==> src/sasr_defs.svh <==
// Constants for the sync status and system alarm register group.
`ifndef SASR_DEFS_SVH
`define SASR_DEFS_SVH

// Register offsets on the serial control port (15-bit address space).
`define SASR_OFF_TEMP_PWR 15'h0401
`define SASR_OFF_SYNC 15'h0410
`define SASR_OFF_ALARM 15'h0430
`define SASR_OFF_MASK 15'h0431

// Reset values.
`define SASR_RST_TEMP_PWR 8'h00
`define SASR_RST_MASK 8'h00
`define SASR_RST_SYNC 8'h00
`define SASR_RST_ALARM 8'h02
`define SASR_RST_BYTE 8'h00

// Field positions of the sync status register.
`define SASR_SYNC_REF_SEEN 0
`define SASR_SYNC_OSC_SEEN 1
`define SASR_SYNC_CONSISTENT 2
`define SASR_SYNC_REALIGNED 3

// Field positions of the alarm and mask registers.
`define SASR_ALM_MISALIGN 0
`define SASR_ALM_CHIP_RST 1
`define SASR_ALM_LANE_CHECK 5
`define SASR_ALM_LINK_TIMER 6
`define SASR_ALM_LINK_DOWN 7

// Sleep control position in the temperature sensor power register.
`define SASR_TEMP_SLEEP 0

// Bits that hold state, bits that write-1-to-clear, and mask bits that gate.
`define SASR_SYNC_STICKY 8'h0b
`define SASR_ALM_STICKY 8'he3
`define SASR_MASK_LIVE 8'he1

// Serial frame: one direction bit, 15 address bits, 8 data bits.
`define SASR_CNT_ADDR_LAST 5'd15
`define SASR_CNT_DATA_LAST 5'd23
`define SASR_CNT_FRAME 5'd24
`define SASR_CNT_ONE 5'd1
`define SASR_CNT_ZERO 5'd0
`define SASR_DIR_BIT 14

// Pin positions inside the input filter vector.
`define SASR_PIN_SCLK 0
`define SASR_PIN_CS_B 1
`define SASR_PIN_SDI 2
`define SASR_PIN_COUNT 3
`define SASR_RST_PINS 3'h2

`endif

==> src/sasr_pkg.sv <==
// Types shared by the sync status and system alarm register group.
`default_nettype none
package sasr_pkg;

   // One register access decoded from a serial frame.
   typedef struct packed {
      logic wr;
      logic rd;
      logic [14:0] addr;
      logic [7:0] data;
   } sasr_req_s;

   // Frame phase, Gray coded along idle, address, data.
   typedef enum logic [1:0] {
      SASR_IDLE = 2'b00,
      SASR_ADDR = 2'b01,
      SASR_DATA = 2'b11
   } sasr_phase_e;

endpackage : sasr_pkg
`default_nettype wire

==> src/sasr_sticky_flags.sv <==
// Sticky status byte with write-1-to-clear and set priority.
`timescale 1ns/1ps
`default_nettype none
module sasr_sticky_flags #(
   parameter logic [7:0] RST_VAL = 8'h00
) (
   input wire logic clk_in, // Core clock.
   input wire logic rst_b_in, // Synchronous reset, active low.
   input wire logic [7:0] set_in, // Hardware set events, one cycle each.
   input wire logic [7:0] clr_in, // Software write-1 clear strobes.
   input wire logic [7:0] keep_in, // Bits that hold state at all.
   output logic [7:0] flags_out // Current flag byte.
);

   logic [7:0] flags_ff;
   logic [7:0] nxt_flags;

   // set beats clear
   // A set in the clearing cycle survives, so no event is lost.
   assign nxt_flags = ((flags_ff & ~clr_in) | set_in) & keep_in;

   // Flag storage.
   always_ff @(posedge clk_in)
   begin
      if (!rst_b_in)
      begin
         flags_ff <= RST_VAL;
      end
      else
      begin
         flags_ff <= nxt_flags;
      end
   end

   assign flags_out = flags_ff;

endmodule : sasr_sticky_flags
`default_nettype wire

==> src/sasr_serial_port.sv <==
// Serial control port framer: 24-bit frames to register accesses.
`timescale 1ns/1ps
`default_nettype none
`include "sasr_defs.svh"
module sasr_serial_port (
   input wire logic clk_in, // Core clock.
   input wire logic rst_b_in, // Synchronous reset, active low.
   input wire logic cs_b_in, // Filtered chip select, active low.
   input wire logic sclk_rise_in, // Filtered serial clock rising edge.
   input wire logic sclk_fall_in, // Filtered serial clock falling edge.
   input wire logic sdi_in, // Filtered serial data in.
   input wire logic [7:0] rd_data_in, // Read byte for the current address.
   output sasr_pkg::sasr_req_s req_out, // Access request, strobes one cycle.
   output logic sdo_out, // Serial data out.
   output logic sdo_oe_out // Serial data out drive enable.
);

   sasr_pkg::sasr_phase_e phase_ff;
   sasr_pkg::sasr_req_s req_ff;
   logic [4:0] cnt_ff;
   logic [15:0] in_sh_ff;
   logic [7:0] out_sh_ff;
   logic dir_rd_ff;
   logic sdo_ff;
   logic oe_ff;
   logic take;
   logic [15:0] nxt_in_sh;

   // A bit is taken on each rising edge while selected and not yet full.
   assign take = sclk_rise_in && !cs_b_in && (cnt_ff != `SASR_CNT_FRAME);
   assign nxt_in_sh = {in_sh_ff[14:0], sdi_in};

   // Frame tracking; bits past the 24th are ignored.
   always_ff @(posedge clk_in)
   begin
      if (!rst_b_in || cs_b_in)
      begin
         phase_ff <= sasr_pkg::SASR_IDLE;
         cnt_ff <= `SASR_CNT_ZERO;
         in_sh_ff <= 16'h0000;
         dir_rd_ff <= 1'b0;
         req_ff <= '0;
      end
      else
      begin
         req_ff.rd <= 1'b0;
         req_ff.wr <= 1'b0;
         case (phase_ff)
            sasr_pkg::SASR_IDLE: phase_ff <= sasr_pkg::SASR_ADDR;
            sasr_pkg::SASR_ADDR:
            begin
               if (take && cnt_ff == `SASR_CNT_ADDR_LAST)
               begin
                  phase_ff <= sasr_pkg::SASR_DATA;
                  dir_rd_ff <= in_sh_ff[`SASR_DIR_BIT];
                  req_ff.addr <= nxt_in_sh[14:0];
                  req_ff.rd <= in_sh_ff[`SASR_DIR_BIT];
               end
            end
            sasr_pkg::SASR_DATA:
            begin
               if (take && cnt_ff == `SASR_CNT_DATA_LAST && !dir_rd_ff)
               begin
                  req_ff.data <= nxt_in_sh[7:0];
                  req_ff.wr <= 1'b1;
               end
            end
            default: phase_ff <= sasr_pkg::SASR_IDLE;
         endcase
         if (take)
         begin
            cnt_ff <= cnt_ff + `SASR_CNT_ONE;
            in_sh_ff <= nxt_in_sh;
         end
      end
   end

   // Read data is loaded one cycle after the address and shifted on falling edges.
   always_ff @(posedge clk_in)
   begin
      if (!rst_b_in || cs_b_in)
      begin
         out_sh_ff <= `SASR_RST_BYTE;
         sdo_ff <= 1'b0;
         oe_ff <= 1'b0;
      end
      else
      begin
         oe_ff <= dir_rd_ff && (phase_ff == sasr_pkg::SASR_DATA);
         if (req_ff.rd)
         begin
            out_sh_ff <= rd_data_in;
         end
         else if (sclk_fall_in && oe_ff)
         begin
            sdo_ff <= out_sh_ff[7];
            out_sh_ff <= {out_sh_ff[6:0], 1'b0};
         end
      end
   end

   assign req_out = req_ff;
   assign sdo_out = sdo_ff;
   assign sdo_oe_out = oe_ff;

endmodule : sasr_serial_port
`default_nettype wire

==> src/sasr_sync_alarm_regs.sv <==
// Sync status and system alarm registers behind the serial control port.
//
// Functional notes
// - Sleep bit 1 sleeps the temperature sensor; 0, the reset value, keeps converting.
// - Sync bit 3 sticks on divider realignment to the reference, cleared by writing 1.
// - Sync bit 2 is read-only: last reference pulse matched the dividers.
// - Sync bit 1 sticks when any oscillator gets a sync event; write 1 clears.
// - Sync bit 0 sticks on reference detection; write 1 clears and re-arms it.
// - Alarm bit 7 holds link-down, only while link enabled; write 1 clears.
// - Alarm bit 5 sticks on lane check faults, enabled lanes, 64b/66b only.
// - Alarm bit 1 sets on any chip reset; write 1 clears.
// - Alarm bit 0 sets on reference misalignment from dividers or enabled link.
// - Mask bit 7 keeps link-down off the alarm output.
// - The alarm mask resets to zero, so every alarm reaches the output.
// - Mask bit 5 keeps the lane check alarm off the alarm output.
// - Mask bit 0 keeps the misalignment alarm off the alarm output.
// - Mask bit 6 keeps the link timer alarm off the alarm output.
`timescale 1ns/1ps
`default_nettype none
`include "sasr_defs.svh"
module sasr_sync_alarm_regs (
   input wire logic clk_in, // Core clock, 250 MHz.
   input wire logic rst_b_in, // Reset pin or power-on, synchronous, low.
   input wire logic soft_reset_in, // Software reset command, one cycle.
   input wire logic sclk_in, // Serial port clock pin.
   input wire logic cs_b_in, // Serial port chip select pin, low.
   input wire logic sdi_in, // Serial port data in pin.
   input wire logic div_realign_in, // Reference dividers realigned, pulse.
   input wire logic ref_pulse_in, // Reference pulse detected, pulse.
   input wire logic ref_match_in, // Pulse agreed with dividers, with pulse.
   input wire logic [3:0] osc_sync_in, // Per-oscillator sync event, pulse.
   input wire logic link_enable_in, // Serial link enabled, level.
   input wire logic link_down_in, // Link down seen, level or pulse.
   input wire logic link_timer_in, // Link timer expired, pulse.
   input wire logic [15:0] lane_enable_in, // Enabled lanes, level.
   input wire logic [15:0] lane_fault_in, // Per-lane check fault, pulse.
   input wire logic mode_64b66b_in, // Link runs 64b/66b coding, level.
   input wire logic div_misalign_in, // Dividers saw misaligned edge, pulse.
   input wire logic link_misalign_in, // Link saw misaligned edge, pulse.
   output logic sdo_out, // Serial port data out.
   output logic sdo_oe_out, // Serial data out drive enable, high drives.
   output logic temp_sensor_sleep_out, // Temperature sensor sleep, high.
   output logic alarm_out // Alarm output, high while unmasked alarm.
);

   // ==========================================================================
   // Address decode helper
   // ==========================================================================

   // One compare serves read select and write strobes for every register.
   function automatic logic sasr_hit(input logic [14:0] addr, input logic [14:0] off);
      sasr_hit = (addr == off);
   endfunction : sasr_hit

   // ==========================================================================
   // Declarations
   // ==========================================================================

   logic block_rst_b;
   logic [2:0] pin_meta_ff [`SASR_PIN_COUNT];
   logic [2:0] pin_filt_ff;
   logic [2:0] pin_prev_ff;
   logic sclk_rise;
   logic sclk_fall;
   sasr_pkg::sasr_req_s req;
   logic [7:0] rd_byte;
   logic hit_temp;
   logic hit_sync;
   logic hit_alarm;
   logic hit_mask;
   logic wr_temp;
   logic wr_mask;
   logic [7:0] sync_clr;
   logic [7:0] alarm_clr;
   logic [7:0] sync_set;
   logic [7:0] alarm_set;
   logic [7:0] sync_q;
   logic [7:0] alarm_q;
   logic [7:0] sync_read;
   logic [7:0] temp_pwr_ff;
   logic [7:0] mask_ff;
   logic consistent_ff;
   logic alarm_ff;
   logic [7:0] live_alarms;
   logic lane_fault_any;
   logic misalign_any;
   logic link_down_q;

   // The software reset returns the registers to their reset state, like the pin, but not the port or pin filters.
   assign block_rst_b = rst_b_in && !soft_reset_in;

   // ==========================================================================
   // Pin filters
   // ==========================================================================

   // Three flops per pin; a level counts only once the second and third agree,
   // which also rejects a single-cycle glitch on a slow serial clock.
   always_ff @(posedge clk_in)
   begin
      for (int i = 0; i < `SASR_PIN_COUNT; i++)
      begin
         pin_meta_ff[i] <= {pin_meta_ff[i][1:0], (i == `SASR_PIN_SCLK) ? sclk_in :
                            (i == `SASR_PIN_CS_B) ? cs_b_in : sdi_in};
      end
   end

   // Filtered levels; chip select idles high so a reset frame is not started.
   always_ff @(posedge clk_in)
   begin
      if (!rst_b_in)
      begin
         pin_filt_ff <= `SASR_RST_PINS;
         pin_prev_ff <= `SASR_RST_PINS;
      end
      else
      begin
         for (int i = 0; i < `SASR_PIN_COUNT; i++)
         begin
            if (pin_meta_ff[i][1] == pin_meta_ff[i][2])
            begin
               pin_filt_ff[i] <= pin_meta_ff[i][2];
            end
         end
         pin_prev_ff <= pin_filt_ff;
      end
   end

   // Serial clock edges seen in the core clock domain.
   assign sclk_rise = pin_filt_ff[`SASR_PIN_SCLK] && !pin_prev_ff[`SASR_PIN_SCLK];
   assign sclk_fall = !pin_filt_ff[`SASR_PIN_SCLK] && pin_prev_ff[`SASR_PIN_SCLK];

   // ==========================================================================
   // Serial control port
   // ==========================================================================

   // The port itself is not cleared by the software reset, so the frame that
   // carries the reset command ends cleanly.
   sasr_serial_port u_port (
      .clk_in(clk_in),
      .rst_b_in(rst_b_in),
      .cs_b_in(pin_filt_ff[`SASR_PIN_CS_B]),
      .sclk_rise_in(sclk_rise),
      .sclk_fall_in(sclk_fall),
      .sdi_in(pin_filt_ff[`SASR_PIN_SDI]),
      .rd_data_in(rd_byte),
      .req_out(req),
      .sdo_out(sdo_out),
      .sdo_oe_out(sdo_oe_out)
   );

   // ==========================================================================
   // Address decode and write strobes
   // ==========================================================================

   // Register selects.
   assign hit_temp = sasr_hit(req.addr, `SASR_OFF_TEMP_PWR);
   assign hit_sync = sasr_hit(req.addr, `SASR_OFF_SYNC);
   assign hit_alarm = sasr_hit(req.addr, `SASR_OFF_ALARM);
   assign hit_mask = sasr_hit(req.addr, `SASR_OFF_MASK);

   // Plain read/write stores.
   assign wr_temp = req.wr && hit_temp;
   assign wr_mask = req.wr && hit_mask;

   // read-only bit kept
   // Clear strobes only reach sticky bits; bit 2 and reserved bits ignore writes.
   assign sync_clr = (req.wr && hit_sync) ? (req.data & `SASR_SYNC_STICKY) : 8'h00;

   // reserved bits ignored
   // Alarm bits 4 to 2 never see a clear or a set and read as zero.
   assign alarm_clr = (req.wr && hit_alarm) ? (req.data & `SASR_ALM_STICKY) : 8'h00;

   // ==========================================================================
   // Control registers
   // ==========================================================================

   // mask resets clear
   // The whole sleep byte is stored; only bit 0 steers the sensor.
   always_ff @(posedge clk_in)
   begin
      if (!block_rst_b)
      begin
         temp_pwr_ff <= `SASR_RST_TEMP_PWR;
         mask_ff <= `SASR_RST_MASK;
      end
      else
      begin
         if (wr_temp)
         begin
            temp_pwr_ff <= req.data;
         end
         if (wr_mask)
         begin
            mask_ff <= req.data;
         end
      end
   end

   assign temp_sensor_sleep_out = temp_pwr_ff[`SASR_TEMP_SLEEP];

   // ==========================================================================
   // Sync status
   // ==========================================================================

   // last pulse consistency
   // Tracks the most recent reference pulse only; it holds between pulses.
   always_ff @(posedge clk_in)
   begin
      if (!block_rst_b)
      begin
         consistent_ff <= 1'b0;
      end
      else if (ref_pulse_in)
      begin
         consistent_ff <= ref_match_in;
      end
   end

   always_comb
   begin
      sync_set = 8'h00;
      sync_set[`SASR_SYNC_REALIGNED] = div_realign_in;
      sync_set[`SASR_SYNC_OSC_SEEN] = |osc_sync_in;
      sync_set[`SASR_SYNC_REF_SEEN] = ref_pulse_in;
   end

   // Sticky sync flags.
   sasr_sticky_flags #(
      .RST_VAL(`SASR_RST_SYNC)
   ) u_sync_flags (
      .clk_in(clk_in),
      .rst_b_in(block_rst_b),
      .set_in(sync_set),
      .clr_in(sync_clr),
      .keep_in(`SASR_SYNC_STICKY),
      .flags_out(sync_q)
   );

   // The consistency bit is merged into the read image, not stored as sticky.
   always_comb
   begin
      sync_read = sync_q;
      sync_read[`SASR_SYNC_CONSISTENT] = consistent_ff;
   end

   // ==========================================================================
   // System alarms
   // ==========================================================================

   // lane check qualify
   // Faults on disabled lanes, or outside 64b/66b coding, are not alarms.
   assign lane_fault_any = mode_64b66b_in && |(lane_fault_in & lane_enable_in);

   // misalignment sources
   // The link's report counts only while the link is enabled.
   assign misalign_any = div_misalign_in || (link_misalign_in && link_enable_in);

   assign link_down_q = link_down_in && link_enable_in;

   // Set events for the alarm byte; the chip reset alarm is preset by reset.
   always_comb
   begin
      alarm_set = 8'h00;
      alarm_set[`SASR_ALM_LINK_DOWN] = link_down_q;
      alarm_set[`SASR_ALM_LINK_TIMER] = link_timer_in;
      alarm_set[`SASR_ALM_LANE_CHECK] = lane_fault_any;
      alarm_set[`SASR_ALM_MISALIGN] = misalign_any;
   end

   // reset presets alarm
   // Reset value carries bit 1, so every pin, power-on or software reset leaves it set.
   sasr_sticky_flags #(
      .RST_VAL(`SASR_RST_ALARM)
   ) u_alarm_flags (
      .clk_in(clk_in),
      .rst_b_in(block_rst_b),
      .set_in(alarm_set),
      .clr_in(alarm_clr),
      .keep_in(`SASR_ALM_STICKY),
      .flags_out(alarm_q)
   );

   // ==========================================================================
   // Alarm output
   // ==========================================================================

   // alarm mask
   // Only the four defined mask bits gate; reserved mask bits store but do nothing,
   // so the chip reset alarm can never be masked.
   assign live_alarms = alarm_q & ~(mask_ff & `SASR_MASK_LIVE);

   // unmasked alarm drives
   // Registered so the pin never glitches while flags and mask change together.
   always_ff @(posedge clk_in)
   begin
      if (!block_rst_b)
      begin
         alarm_ff <= 1'b0;
      end
      else
      begin
         alarm_ff <= |live_alarms;
      end
   end

   assign alarm_out = alarm_ff;

   // ==========================================================================
   // Read data
   // ==========================================================================

   // Masking is applied only at the output; reads show the raw alarm flags.
   // Unmapped addresses read as zero.
   assign rd_byte = hit_temp ? temp_pwr_ff :
                    hit_sync ? sync_read :
                    hit_alarm ? alarm_q :
                    hit_mask ? mask_ff : `SASR_RST_BYTE;

endmodule : sasr_sync_alarm_regs
`default_nettype wire

==> config.mk <==
export PLATFORM = sky130hd
export DESIGN_NAME = sasr_sync_alarm_regs
export DESIGN_NICKNAME = d
export VERILOG_FILES = /design/src/sasr_pkg.sv /design/src/sasr_sticky_flags.sv /design/src/sasr_serial_port.sv /design/src/sasr_sync_alarm_regs.sv
export VERILOG_INCLUDE_DIRS = /design/src
export SDC_FILE = /design/constraint.sdc
export NUM_CORES = 1
export LEC_CHECK = 0
export BUFFER_PORTS_ARGS = -buffer_cell sky130_fd_sc_hd__buf_2
export CAP_MARGIN = 15
export CORE_ASPECT_RATIO = 1.75
export CORE_MARGIN = 2
export CORE_UTILIZATION = 60
export DETAILED_ROUTE_END_ITERATION = 8
export HOLD_SLACK_MARGIN = 0.08
export PLACE_DENSITY = 0.83
export SYNTH_ARGS = -nofsm -noshare
export SYNTH_HDL_FRONTEND = slang
export SYNTH_SLANG_ARGS = --single-unit
==> constraint.sdc <==
create_clock -name clk_in -period 5.2 [get_ports clk_in]
set_clock_uncertainty 0.1 [all_clocks]
set_input_delay 0.52 -clock clk_in [delete_from_list [all_inputs] [get_ports clk_in]]
set_output_delay 0.52 -clock clk_in [all_outputs]
set_load 0.01 [all_outputs]
==> results.json, run 1 <==
{
  "run_status": "complete, no violations",
  "proportion_of_layout_cells_with_a_drive_suffix_above_1_pct": 18.7,
  "synth_async_sr_flop_share_pct": 0,
  "clk_pin_slew_ns": 0.08,
  "routedLengthMet1_um": 3250,
  "timing.critical_path.max_delay_family": "simple AND/OR/NAND/NOR gates",
  "placed_area_mm2": 0.00418,
  "cts-resized-gates": 0,
  "worst-slew-pin-transition_ns": 0.774,
  "final_core_utilization_pct": 70.5,
  "post_drt_wl_per_cell_um": 15.1,
  "pre_cts_slack_ns": 2.70,
  "num_antenna_cells": 0,
  "max-vdd-ir-drop_mv": 0.252,
  "post-route-period-util_pct": 49.3,
  "post_synth_instance_area_mm2": 0.00391,
  "row_count": 38,
  "ioPinCount": 55,
  "timing.critical_path.cells": "inv_1 > ha_1 > nand4b_1 > nand2_2 > nor4_4 > mux2i_1 > nor2_1",
  "global_route.usage.total_pct": 24.7,
  "grt_overflow_total": 0,
  "routed_length_on_met2_um": 4460,
  "tritoncts": "yes",
  "synthesis.nets": 469,
  "numClockSinks": 97,
  "drtAntennaViolNets": 0,
  "synth_xor_xnor_area_share_pct": 0.672,
  "max_slew_violation_total_from_the_final_report": 0,
  "highest_layer": "met4",
  "p_per_area_mw_per_mm2": 301,
  "report.final.setup_viol": 0,
  "fin_setup_tns_ns": 0,
  "via_count_of_the_first_global_routing_pass": 3127,
  "detailroute.wirelength.met3_um": 287,
  "ys_types": 52,
  "rr_endpoint": "u_port.req_out[5]",
  "gpl.final_weighted_congestion": 0.885,
  "cts_buffer_depth": 2,
  "core_area_mm2": 0.00623,
  "grt_max_degree": 51,
  "initial_core_utilization_pct": 62.8,
  "post_cts_setup_driven_buffer_insertion_count": 0,
  "worst_setup_path_endpoint": "u_port.req_out[5]",
  "synth.yosys.seq_area_share_pct": 49.7,
  "postCtsHoldBufs": 0,
  "critical_path.max_stage_delay_ns": 0.81,
  "hold_path_class": "in2reg",
  "synth_warnings": 0,
  "count_of_cell_instances_traversed_by_the_critical_path": 7,
  "yosys.area_share.simple_pct": 18.2,
  "fin_ws_ns": 2.63,
  "post_synth.cell_area_avg_um2": 9.42,
  "areaGrowthSynthToFinish_pct": 12.3,
  "regToRegStartpoint": "u_port.cnt_ff[0]",
  "worst-r2r-setup-slack_ns": 2.63,
  "fmax_mhz": 390,
  "worst_skew_pair.late_latency_ns": 0.36,
  "setup.worst_path.end_class": "flop",
  "final_hold_vio_count": 0,
  "antenna_found_initial": 0,
  "yosys_register_bits": 97,
  "synth_adder_area_share_pct": 0.960,
  "final_cell_area_mm2": 0.00439,
  "half_perimeter_wire_length_after_placement_um": 5880,
  "synth-main-ff-cell": "dfxtp_1",
  "post_synth_inst_count": 415,
  "first_pass_grt_wire_length_um": 14100,
  "multiInputGateArea_mm2": 0.00178,
  "detailedRoute.firstIterationViolations": 250,
  "floorplan.die_area_mm2": 0.00720,
  "worstPathMaxFanout": 20,
  "tritoncts.num_buffers": 9,
  "worstRegToRegCells": 7,
  "start_kind": "flop",
  "cts.root.buffer_cell": "clkbuf_8",
  "worst_setup_path_startpoint": "u_port.cnt_ff[0]",
  "htreeDepth": 3,
  "sum_of_routed_wire_length_over_all_layers_um": 8230,
  "timing.max_slew.rel_slack_pct": 48.3,
  "io_buffer_count": 54,
  "finalWorstPathRequiredPeriod_ns": 2.57,
  "timing.critical_path.slowest_stage_cell": "nor4_4",
  "synth_enable_flop_cells": 0,
  "unrepaired_setup_endpoints_after_global_routing": "no",
  "dieHeight_um": 111,
  "num-fill-cells": 478,
  "layout.nets": 515,
  "regArea_mm2": 0.00194,
  "timing.critical_path.arrival_ns": 2.70,
  "routed-via-count": 3065,
  "cap_viol_max_count": 0,
  "post_drt_via_cell_ratio": 5.62,
  "worst-path-buf-inv": 1,
  "firstDrtPassIters": 6,
  "worstPathRequired_ns": 5.34,
  "drc": 0,
  "chipWidth_um": 65.0,
  "synth_compound_area_share_pct": 13.0,
  "static-leakage-power_nw": 1.80,
  "synth_top_family_by_area": "simple AND/OR/NAND/NOR gates",
  "synth.mux.area_fraction_pct": 12.8,
  "timing.setup.critical_path_class": "reg2reg"
}
## registers in the layout, summed over array words and instances (netlist names)
name,flops
u_port.out_sh_ff,8
u_port.in_sh_ff,15
u_port.cnt_ff,5
u_port.req_out,25
consistent_ff,1
u_sync_flags.flags_out,3
u_port.sdo_oe_out,1
pin_meta_ff,9
u_port.dir_rd_ff,1
pin_filt_ff,3
u_port.phase_ff,2
pin_prev_ff,1
mask_ff,8
alarm_out,1
temp_pwr_ff,8
u_port.sdo_out,1
u_alarm_flags.flags_out,5
## cell families after synthesis
group	Yosys count
simple gates	141
flops	97
compound gates	82
mux	49
buf+inv	40
xor+xnor	3
fa+ha+maj	3
## synthesized netlist by cell type (2+ instances only)
master,number,area [µm²]
ha_1,3,37.5
a22o_1,2,17.5
a311oi_1,4,35.0
a31oi_1,2,12.5
a2bb2oi_1,2,17.5
a22oi_1,7,52.6
clkbuf_1,9,33.8
a221oi_1,3,26.3
o211ai_1,3,22.5
mux2_2,7,78.8
xor2_1,2,17.5
buf_6,3,33.8
a21boi_0,3,22.5
nand2_1,48,180
nand4b_1,3,26.3
and2_1,4,25.0
nand3_1,6,30.0
and3_1,5,31.3
mux2i_1,42,420
nand2b_1,2,12.5
buf_2,6,30.0
nor2_1,50,188
buf_1,2,7.51
a21oi_1,34,170
nor3_1,2,10.0
o21ai_0,16,80.1
dfxtp_1,97,1940
nand4_1,3,18.8
nor2b_1,4,25.0
inv_1,19,71.3
## routing by layer
metal	up-vias	track usage [%]
li1	1529	-
met1	1460	26.9
met2	59	43.9
met3	17	6.19
met4	0	11.0
met5	-	0
## power breakdown
group | leakage [nW] | switching [W] | internal (W) | total [W]
sequential | 0.787 | 0.00000652 | 0.000752 | 0.000758
combinational | 0.909 | 0.0000242 | 0.0000253 | 0.0000495
clock | 0.102 | 0.000247 | 0.000268 | 0.000515
total | 1.80 | 0.000277 | 0.00105 | 0.00132
## cell usage in the layout, fill, tap and decap left out, drive strengths merged, types with 2 or more instances in the layout
master    n
nor2b     4
o21ai    16
a21oi    34
o211ai    3
and3      5
a221oi    3
buf      56
mux2i    42
a21boi    3
nor3b     2
a2bb2oi   2
nor3      4
a31oi     2
a22oi     7
ha        3
nor4      2
a311oi    4
bufinv    2
and2      4
xor2      2
inv      19
a22o      2
nor2     50
clkinv    2
nand2b    2
nand3     7
mux2      7
nand4     4
nand2    49
nand4b    3
clkbuf   10
dfxtp    97
## metrics by stage
step                      hold WS [ns]  cells  power [W]
after floorplan                  0.210    415   0.000799
after global placement           0.211    530   0.000822
after detailed placement         0.220    530   0.000825
after CTS                        0.149    545    0.00133
after global routing             0.137    545    0.00137
final                            0.159    545    0.00132
## layout make-up
type / instances / share of cell area (%)
Clock inverter: 5 / 1.85
Clock buffer: 10 / 2.91
Inverter: 19 / 1.62
Tap cell: 80 / 2.28
Sequential cell: 97 / 44.2
Timing Repair Buffer: 56 / 6.50
Multi-Input combinational cell: 278 / 40.6
## how the worst min path moves through the flow
stage          slack (ns)                end              start  cells after the start
4_1_cts              0.15  pin_meta_ff[0][0]            sclk_in                      1
6_report             0.16  pin_meta_ff[0][6]             sdi_in                      1
2_1_floorplan        0.21  pin_meta_ff[0][1]  pin_meta_ff[0][0]                      0
3_5_place_dp         0.22  pin_meta_ff[0][7]  pin_meta_ff[0][6]                      0
3_3_place_gp         0.21  pin_meta_ff[0][7]  pin_meta_ff[0][6]                      0
5_1_grt              0.14  pin_meta_ff[0][0]            sclk_in                      1
(Power assumes the default switching activity.)
==> inputs of run 2 (changes only) <==
--- a/config.mk
+++ b/config.mk
@@ -6,14 +6,15 @@
 export SDC_FILE = /design/constraint.sdc
 export NUM_CORES = 1
 export LEC_CHECK = 0
+export ABC_AREA = 1
 export BUFFER_PORTS_ARGS = -buffer_cell sky130_fd_sc_hd__buf_2
 export CAP_MARGIN = 15
 export CORE_ASPECT_RATIO = 1.75
 export CORE_MARGIN = 2
-export CORE_UTILIZATION = 60
+export CORE_UTILIZATION = 51
 export DETAILED_ROUTE_END_ITERATION = 8
 export HOLD_SLACK_MARGIN = 0.08
-export PLACE_DENSITY = 0.83
+export PLACE_DENSITY = 0.75
 export SYNTH_ARGS = -nofsm -noshare
 export SYNTH_HDL_FRONTEND = slang
 export SYNTH_SLANG_ARGS = --single-unit
==> constraint.sdc (replaced) <==
create_clock -name clk_in -period 2.2 [get_ports clk_in]
set_clock_uncertainty 0.1 [all_clocks]
set_input_delay 0.22 -clock clk_in [delete_from_list [all_inputs] [get_ports clk_in]]
set_output_delay 0.22 -clock clk_in [all_outputs]
set_load 0.01 [all_outputs]
==> run 2 against run 1 <==
Against the previous run:
- via count rose by 15%
- wire length rose by 5.1%
- register-to-register slack got worse by 2.3 ns
- count of clock-buffer cells in the layout fell by 1
- total power rose to 2.6 times the previous value
- synthesized area rose by 2.9%
==> results.json, run 2 <==
{
  "top_area_cells_in_the_synthesized_netlist": "dfxtp_1 48%, a21oi_1 7.7%, inv_1 5.8%",
  "cap_viol_max_count": 0,
  "synth.top_cell.area_share_pct": 48.3,
  "final_hold_vio_count": 0,
  "timing.critical_path.arrival_ns": 2.10,
  "synth_async_sr_flop_share_pct": 0,
  "synth-main-ff-cell": "dfxtp_1",
  "post_drt_wl_per_cell_um": 13.0,
  "post_synth.cell_area_avg_um2": 7.96,
  "mostFrequentLayoutCells": "97 x dfxtp_1, 62 x inv_1, 62 x nand2_1, 62 x a21oi_1, 54 x buf_2",
  "most_numerous_cell_types_in_the_synthesized_netlist": "97 x dfxtp_1, 62 x a21oi_1, 62 x inv_1, 62 x nand2_1, 43 x o21ai_0",
  "post_drt_via_cell_ratio": 5.29,
  "run_status": "complete, no violations",
  "synth_warnings": 0,
  "cts.root.buffer_cell": "clkbuf_16",
  "grt_overflow_total": 0,
  "areaGrowthSynthToFinish_pct": 18.6,
  "unrepaired_setup_endpoints_after_global_routing": "no",
  "layout.nets": 627,
  "proportion_of_layout_cells_with_a_drive_suffix_above_1_pct": 19.4,
  "post_synth_inst_count": 505,
  "p_per_area_mw_per_mm2": 710,
  "ys_types": 39,
  "fmax_mhz": 507,
  "cts-resized-gates": 0,
  "worstPathMaxFanout": 2,
  "timing.setup.critical_path_class": "in2reg",
  "setup.worst_path.end_class": "flop",
  "report.final.setup_viol": 0,
  "start_kind": "input pin",
  "post-route-period-util_pct": 89.7,
  "drtAntennaViolNets": 0,
  "max-vdd-ir-drop_mv": 0.521,
  "worst-r2r-setup-slack_ns": 0.34,
  "placed_area_mm2": 0.00433,
  "drc": 0,
  "fin_setup_tns_ns": 0,
  "global_route.usage.total_pct": 21.1,
  "chipWidth_um": 71.1,
  "half_perimeter_wire_length_after_placement_um": 6380,
  "sum_of_routed_wire_length_over_all_layers_um": 8640,
  "synthesis.nets": 559,
  "final_cell_area_mm2": 0.00477,
  "max_slew_violation_total_from_the_final_report": 0,
  "finalWorstPathRequiredPeriod_ns": 1.97,
  "static-leakage-power_nw": 1.79,
  "io_buffer_count": 54,
  "hold_path_class": "in2reg",
  "worstPathRequired_ns": 2.33,
  "dieHeight_um": 121,
  "routed-via-count": 3523,
  "gpl.final_weighted_congestion": 0.896,
  "antenna_found_initial": 0,
  "ioPinCount": 55,
  "mostFrequentLayoutCell": "dfxtp_1",
  "first_pass_grt_wire_length_um": 14200,
  "post-synth-top-area-cell": "dfxtp_1",
  "detailedRoute.firstIterationViolations": 217,
  "num-fill-cells": 633,
  "synth_enable_flop_cells": 0,
  "clk_pin_slew_ns": 0.07,
  "synth.yosys.seq_area_share_pct": 48.3,
  "worst_skew_pair.late_latency_ns": 0.34,
  "post_synth_instance_area_mm2": 0.00402,
  "grt_max_degree": 25,
  "firstDrtPassIters": 4,
  "tritoncts.num_buffers": 9,
  "core_area_mm2": 0.00762,
  "tritoncts": "yes",
  "timing.max_slew.rel_slack_pct": 69.5,
  "cts_buffer_depth": 2,
  "htreeDepth": 3,
  "row_count": 42,
  "numClockSinks": 97,
  "initial_core_utilization_pct": 52.8,
  "floorplan.die_area_mm2": 0.00864,
  "final_total_power_w": 0.00339,
  "post-synth-top-count-cell": "dfxtp_1",
  "via_count_of_the_first_global_routing_pass": 3232,
  "num_antenna_cells": 0,
  "worst-slew-pin-transition_ns": 0.457,
  "flip_flop_count_of_the_largest_register_after_layout": 25,
  "yosys_register_bits": 97
}
==> run 2: cell count changes after synthesis, moves of 8 or more <==
cell	delta
a21oi_1	+28
inv_1	+43
inv_2	+8
mux2i_1	-42
nand2_1	+14
nand3_1	+11
nand4_1	+15
nor2_1	-9
o21ai_0	+27
o21ai_1	+16
==> run 2: worst max-delay path, cell delays in order <==
cell           delay, ns
dlygate4sd3_1       0.53
buf_2               0.13
nand2_1             0.05
dlygate4sd3_1       0.55
a21oi_1             0.06
dlygate4sd3_1       0.56
==> run 2: final cells by class <==
type | count | area (µm²) | share of cell area (%)
inverter | 73 | 282 | 5.90
clock inverter | 7 | 53.8 | 1.13
clock buffer | 9 | 225 | 4.72
timing repair buffer | 74 | 460 | 9.65
sequential | 97 | 1940 | 40.7
tap | 88 | 110 | 2.31
multi-input combinational | 318 | 1700 | 35.6
==> run 2: power breakdown <==
group          internal (W)  switching [W]
Sequential          0.00178      0.0000151
Combinational     0.0000773      0.0000693
Clock              0.000773       0.000674
Total               0.00263       0.000758
==> run 2: timing repair <==
action / 4_1_cts / 5_1_grt
setup buffers: 0 / 0
hold buffers: 16 / 0
endpoints found under the setup margin: 0 / 0
hold endpoints to repair: 13 / 0
==> run 2: final timing paths <==
check	start	to	cells past startpoint
worst max-delay path	ref_pulse_in	consistent_ff	6
worst min-delay path	mode_64b66b_in	u_alarm_flags.flags_out[5]	3
worst max register to register	u_port.cnt_ff[0]	u_port.req_out[0]	8
worst min register to register	pin_meta_ff[0][0]	pin_meta_ff[0][1]	0
==> run 2: cell families (layout without fill, tap and decap cells) <==
logic type,count (synthesis),count (layout),synth area share [%]
buffers and inverters,90,163,9.52
AO/OA/AOI/OAI,147,147,19.8
flip-flops,97,97,48.3
AND/OR/NAND/NOR,168,168,21.4
adder cells (fa/ha/maj),3,3,0.934
==> run 2: metrics by stage <==
step                instances  setup slack (ns)  utilization [%]  hold slack [ns]
floorplan                 505             0.434                -            0.148
global placement          634             0.429             56.8            0.211
detailed placement        634             0.335             56.8            0.217
CTS                       666             0.278             62.6            0.134
global route              666             0.105             62.6            0.155
finish                    666             0.226             62.6            0.140
==> run 2: per-layer routing <==
metal	vias up	GRT usage, %	wire (µm)
met5	-	0	0
met3	19	4.90	404
met4	0	13.1	361
met1	1592	21.5	3470
li1	1823	-	-
met2	89	37.7	4410
==> inputs of run 3 (changes only) <==
--- a/config.mk
+++ b/config.mk
@@ -7,14 +7,14 @@
 export NUM_CORES = 1
 export LEC_CHECK = 0
 export ABC_AREA = 1
-export BUFFER_PORTS_ARGS = -buffer_cell sky130_fd_sc_hd__buf_2
 export CAP_MARGIN = 15
 export CORE_ASPECT_RATIO = 1.75
 export CORE_MARGIN = 2
-export CORE_UTILIZATION = 51
+export CORE_UTILIZATION = 56
 export DETAILED_ROUTE_END_ITERATION = 8
+export DONT_BUFFER_PORTS = 1
 export HOLD_SLACK_MARGIN = 0.08
-export PLACE_DENSITY = 0.75
+export PLACE_DENSITY = 0.74
 export SYNTH_ARGS = -nofsm -noshare
 export SYNTH_HDL_FRONTEND = slang
 export SYNTH_SLANG_ARGS = --single-unit
==> run 3 against run 2 <==
Against the previous run:
- via count is 4.9% lower
- largest cell class unchanged
- critical path type is now reg2reg
- first-iteration DRC count is 12% higher
- register-to-register slack worse by 0.06 ns
- flip-flop and latch count stayed put
- critical endpoint is now u_port.dir_rd_ff
- worst hold slack better by 0.060 ns
==> results.json, run 3 (synthesis results as in run 2) <==
{
  "run_status": "complete, no violations",
  "initial_core_utilization_pct": 58.2,
  "static-leakage-power_nw": 1.61,
  "fin_setup_tns_ns": 0,
  "global_route.usage.total_pct": 23.8,
  "grt_max_degree": 35,
  "fin_ws_ns": 0.282,
  "firstDrtPassIters": 4,
  "numClockSinks": 97,
  "report.final.setup_viol": 0,
  "htreeDepth": 3,
  "first_pass_grt_wire_length_um": 14200,
  "via_count_of_the_first_global_routing_pass": 3253,
  "max-vdd-ir-drop_mv": 0.656,
  "setup.worst_path.end_class": "flop",
  "mostFrequentLayoutCells": "97 x dfxtp_1, 62 x inv_1, 62 x nand2_1, 62 x a21oi_1, 43 x o21ai_0",
  "gpl.final_weighted_congestion": 0.917,
  "sum_of_routed_wire_length_over_all_layers_um": 8590,
  "worstRegToRegCells": 8,
  "layout.nets": 574,
  "drtAntennaViolNets": 0,
  "fmax_mhz": 521,
  "antenna_found_initial": 0,
  "floorplan.die_area_mm2": 0.00790,
  "proportion_of_layout_cells_with_a_drive_suffix_above_1_pct": 11.0,
  "post-route-period-util_pct": 87.2,
  "cts-resized-gates": 0,
  "detailedRoute.firstIterationViolations": 243,
  "ioPinCount": 55,
  "worst_skew_pair.late_latency_ns": 0.35,
  "routed-via-count": 3352,
  "finalWorstPathRequiredPeriod_ns": 1.92,
  "final_total_power_w": 0.00368,
  "final.hold.worst_slack_ns": 0.200,
  "mostFrequentLayoutCell": "dfxtp_1",
  "rr_endpoint": "u_port.dir_rd_ff",
  "start_kind": "flop",
  "flip_flop_count_of_the_largest_register_after_layout": 25,
  "max_slew_violation_total_from_the_final_report": 0,
  "final_hold_vio_count": 0,
  "half_perimeter_wire_length_after_placement_um": 6130,
  "pre_cts_slack_ns": 0.314,
  "post_drt_wl_per_cell_um": 14.1,
  "timing.critical_path.arrival_ns": 2.06,
  "cts_buffer_depth": 2,
  "chipWidth_um": 68.1,
  "regToRegStartpoint": "u_port.cnt_ff[0]",
  "tritoncts.num_buffers": 9,
  "clk_pin_slew_ns": 0.07,
  "worstPathMaxFanout": 21,
  "areaGrowthSynthToFinish_pct": 13.6,
  "cts.root.buffer_cell": "clkbuf_16",
  "io_buffer_count": 0,
  "core_area_mm2": 0.00691,
  "timing.max_slew.rel_slack_pct": 70.4,
  "post_drt_via_cell_ratio": 5.50,
  "p_per_area_mw_per_mm2": 805,
  "hold_path_class": "in2reg",
  "dieHeight_um": 116,
  "post_cts_setup_driven_buffer_insertion_count": 0,
  "tritoncts": "yes",
  "timing.setup.critical_path_class": "reg2reg",
  "drc": 0,
  "worstPathRequired_ns": 2.34,
  "worst_setup_path_startpoint": "u_port.cnt_ff[0]",
  "cap_viol_max_count": 0,
  "unrepaired_setup_endpoints_after_global_routing": "no",
  "row_count": 40,
  "worst-slew-pin-transition_ns": 0.444,
  "worst-r2r-setup-slack_ns": 0.28,
  "postCtsHoldBufs": 17,
  "num_antenna_cells": 0,
  "grt_overflow_total": 0,
  "worst_setup_path_endpoint": "u_port.dir_rd_ff"
}
==> run 3: worst min-delay path by stage <==
stage	endpoint	start	depth (start not counted)	slack, ns
5_1_grt	u_alarm_flags.flags_out[5]	lane_enable_in[7]	5	0.23
3_5_place_dp	pin_meta_ff[0][0]	sclk_in	0	0.15
6_report	u_alarm_flags.flags_out[5]	lane_enable_in[7]	5	0.20
3_3_place_gp	pin_meta_ff[0][0]	sclk_in	0	0.15
2_1_floorplan	pin_meta_ff[0][0]	sclk_in	0	0.15
4_1_cts	u_alarm_flags.flags_out[5]	lane_enable_in[7]	5	0.20
==> run 3: critical path: stages, from the launching register on <==
cell and delay [ns]:
dfxtp_1 0.36, ha_1 0.25, inv_1 0.08, nor3_1 0.17, ha_1 0.19, nand3_1 0.13, nor2_4 0.14, inv_2 0.14
a31o_1 0.25
==> run 3: power breakdown <==
group          switching (W)  total [W]  internal, W
registers          0.0000159    0.00179      0.00178
clock network       0.000670    0.00178      0.00111
logic              0.0000574   0.000105    0.0000471
==> run 3: cell type report <==
| cell class | count | area, µm² |
|---|---|---|
| clock buffer | 9 | 225 |
| clock inverter | 7 | 119 |
| fill | 596 | 2340 |
| inverter | 73 | 282 |
| multi-input combinational | 318 | 1700 |
| sequential | 97 | 1940 |
| tap | 84 | 105 |
| timing repair buffer | 21 | 200 |
==> run 3: layer usage <==
metal	part of all wire, %	global-route usage (%)	up-vias
met4	5.0	14.7	0
met2	52	41.6	75
met1	39	24.5	1541
li1	-	-	1709
met5	0	0	-
met3	3.6	6.26	27
==> run 3: per-stage QoR <==
step,area (µm²),instances,util [%]
2_1_floorplan,4020,505,-
3_3_place_gp,4060,576,58.7
3_5_place_dp,4060,576,58.7
4_1_cts,4570,609,66.2
5_1_grt,4570,609,66.2
6_report,4570,609,66.2
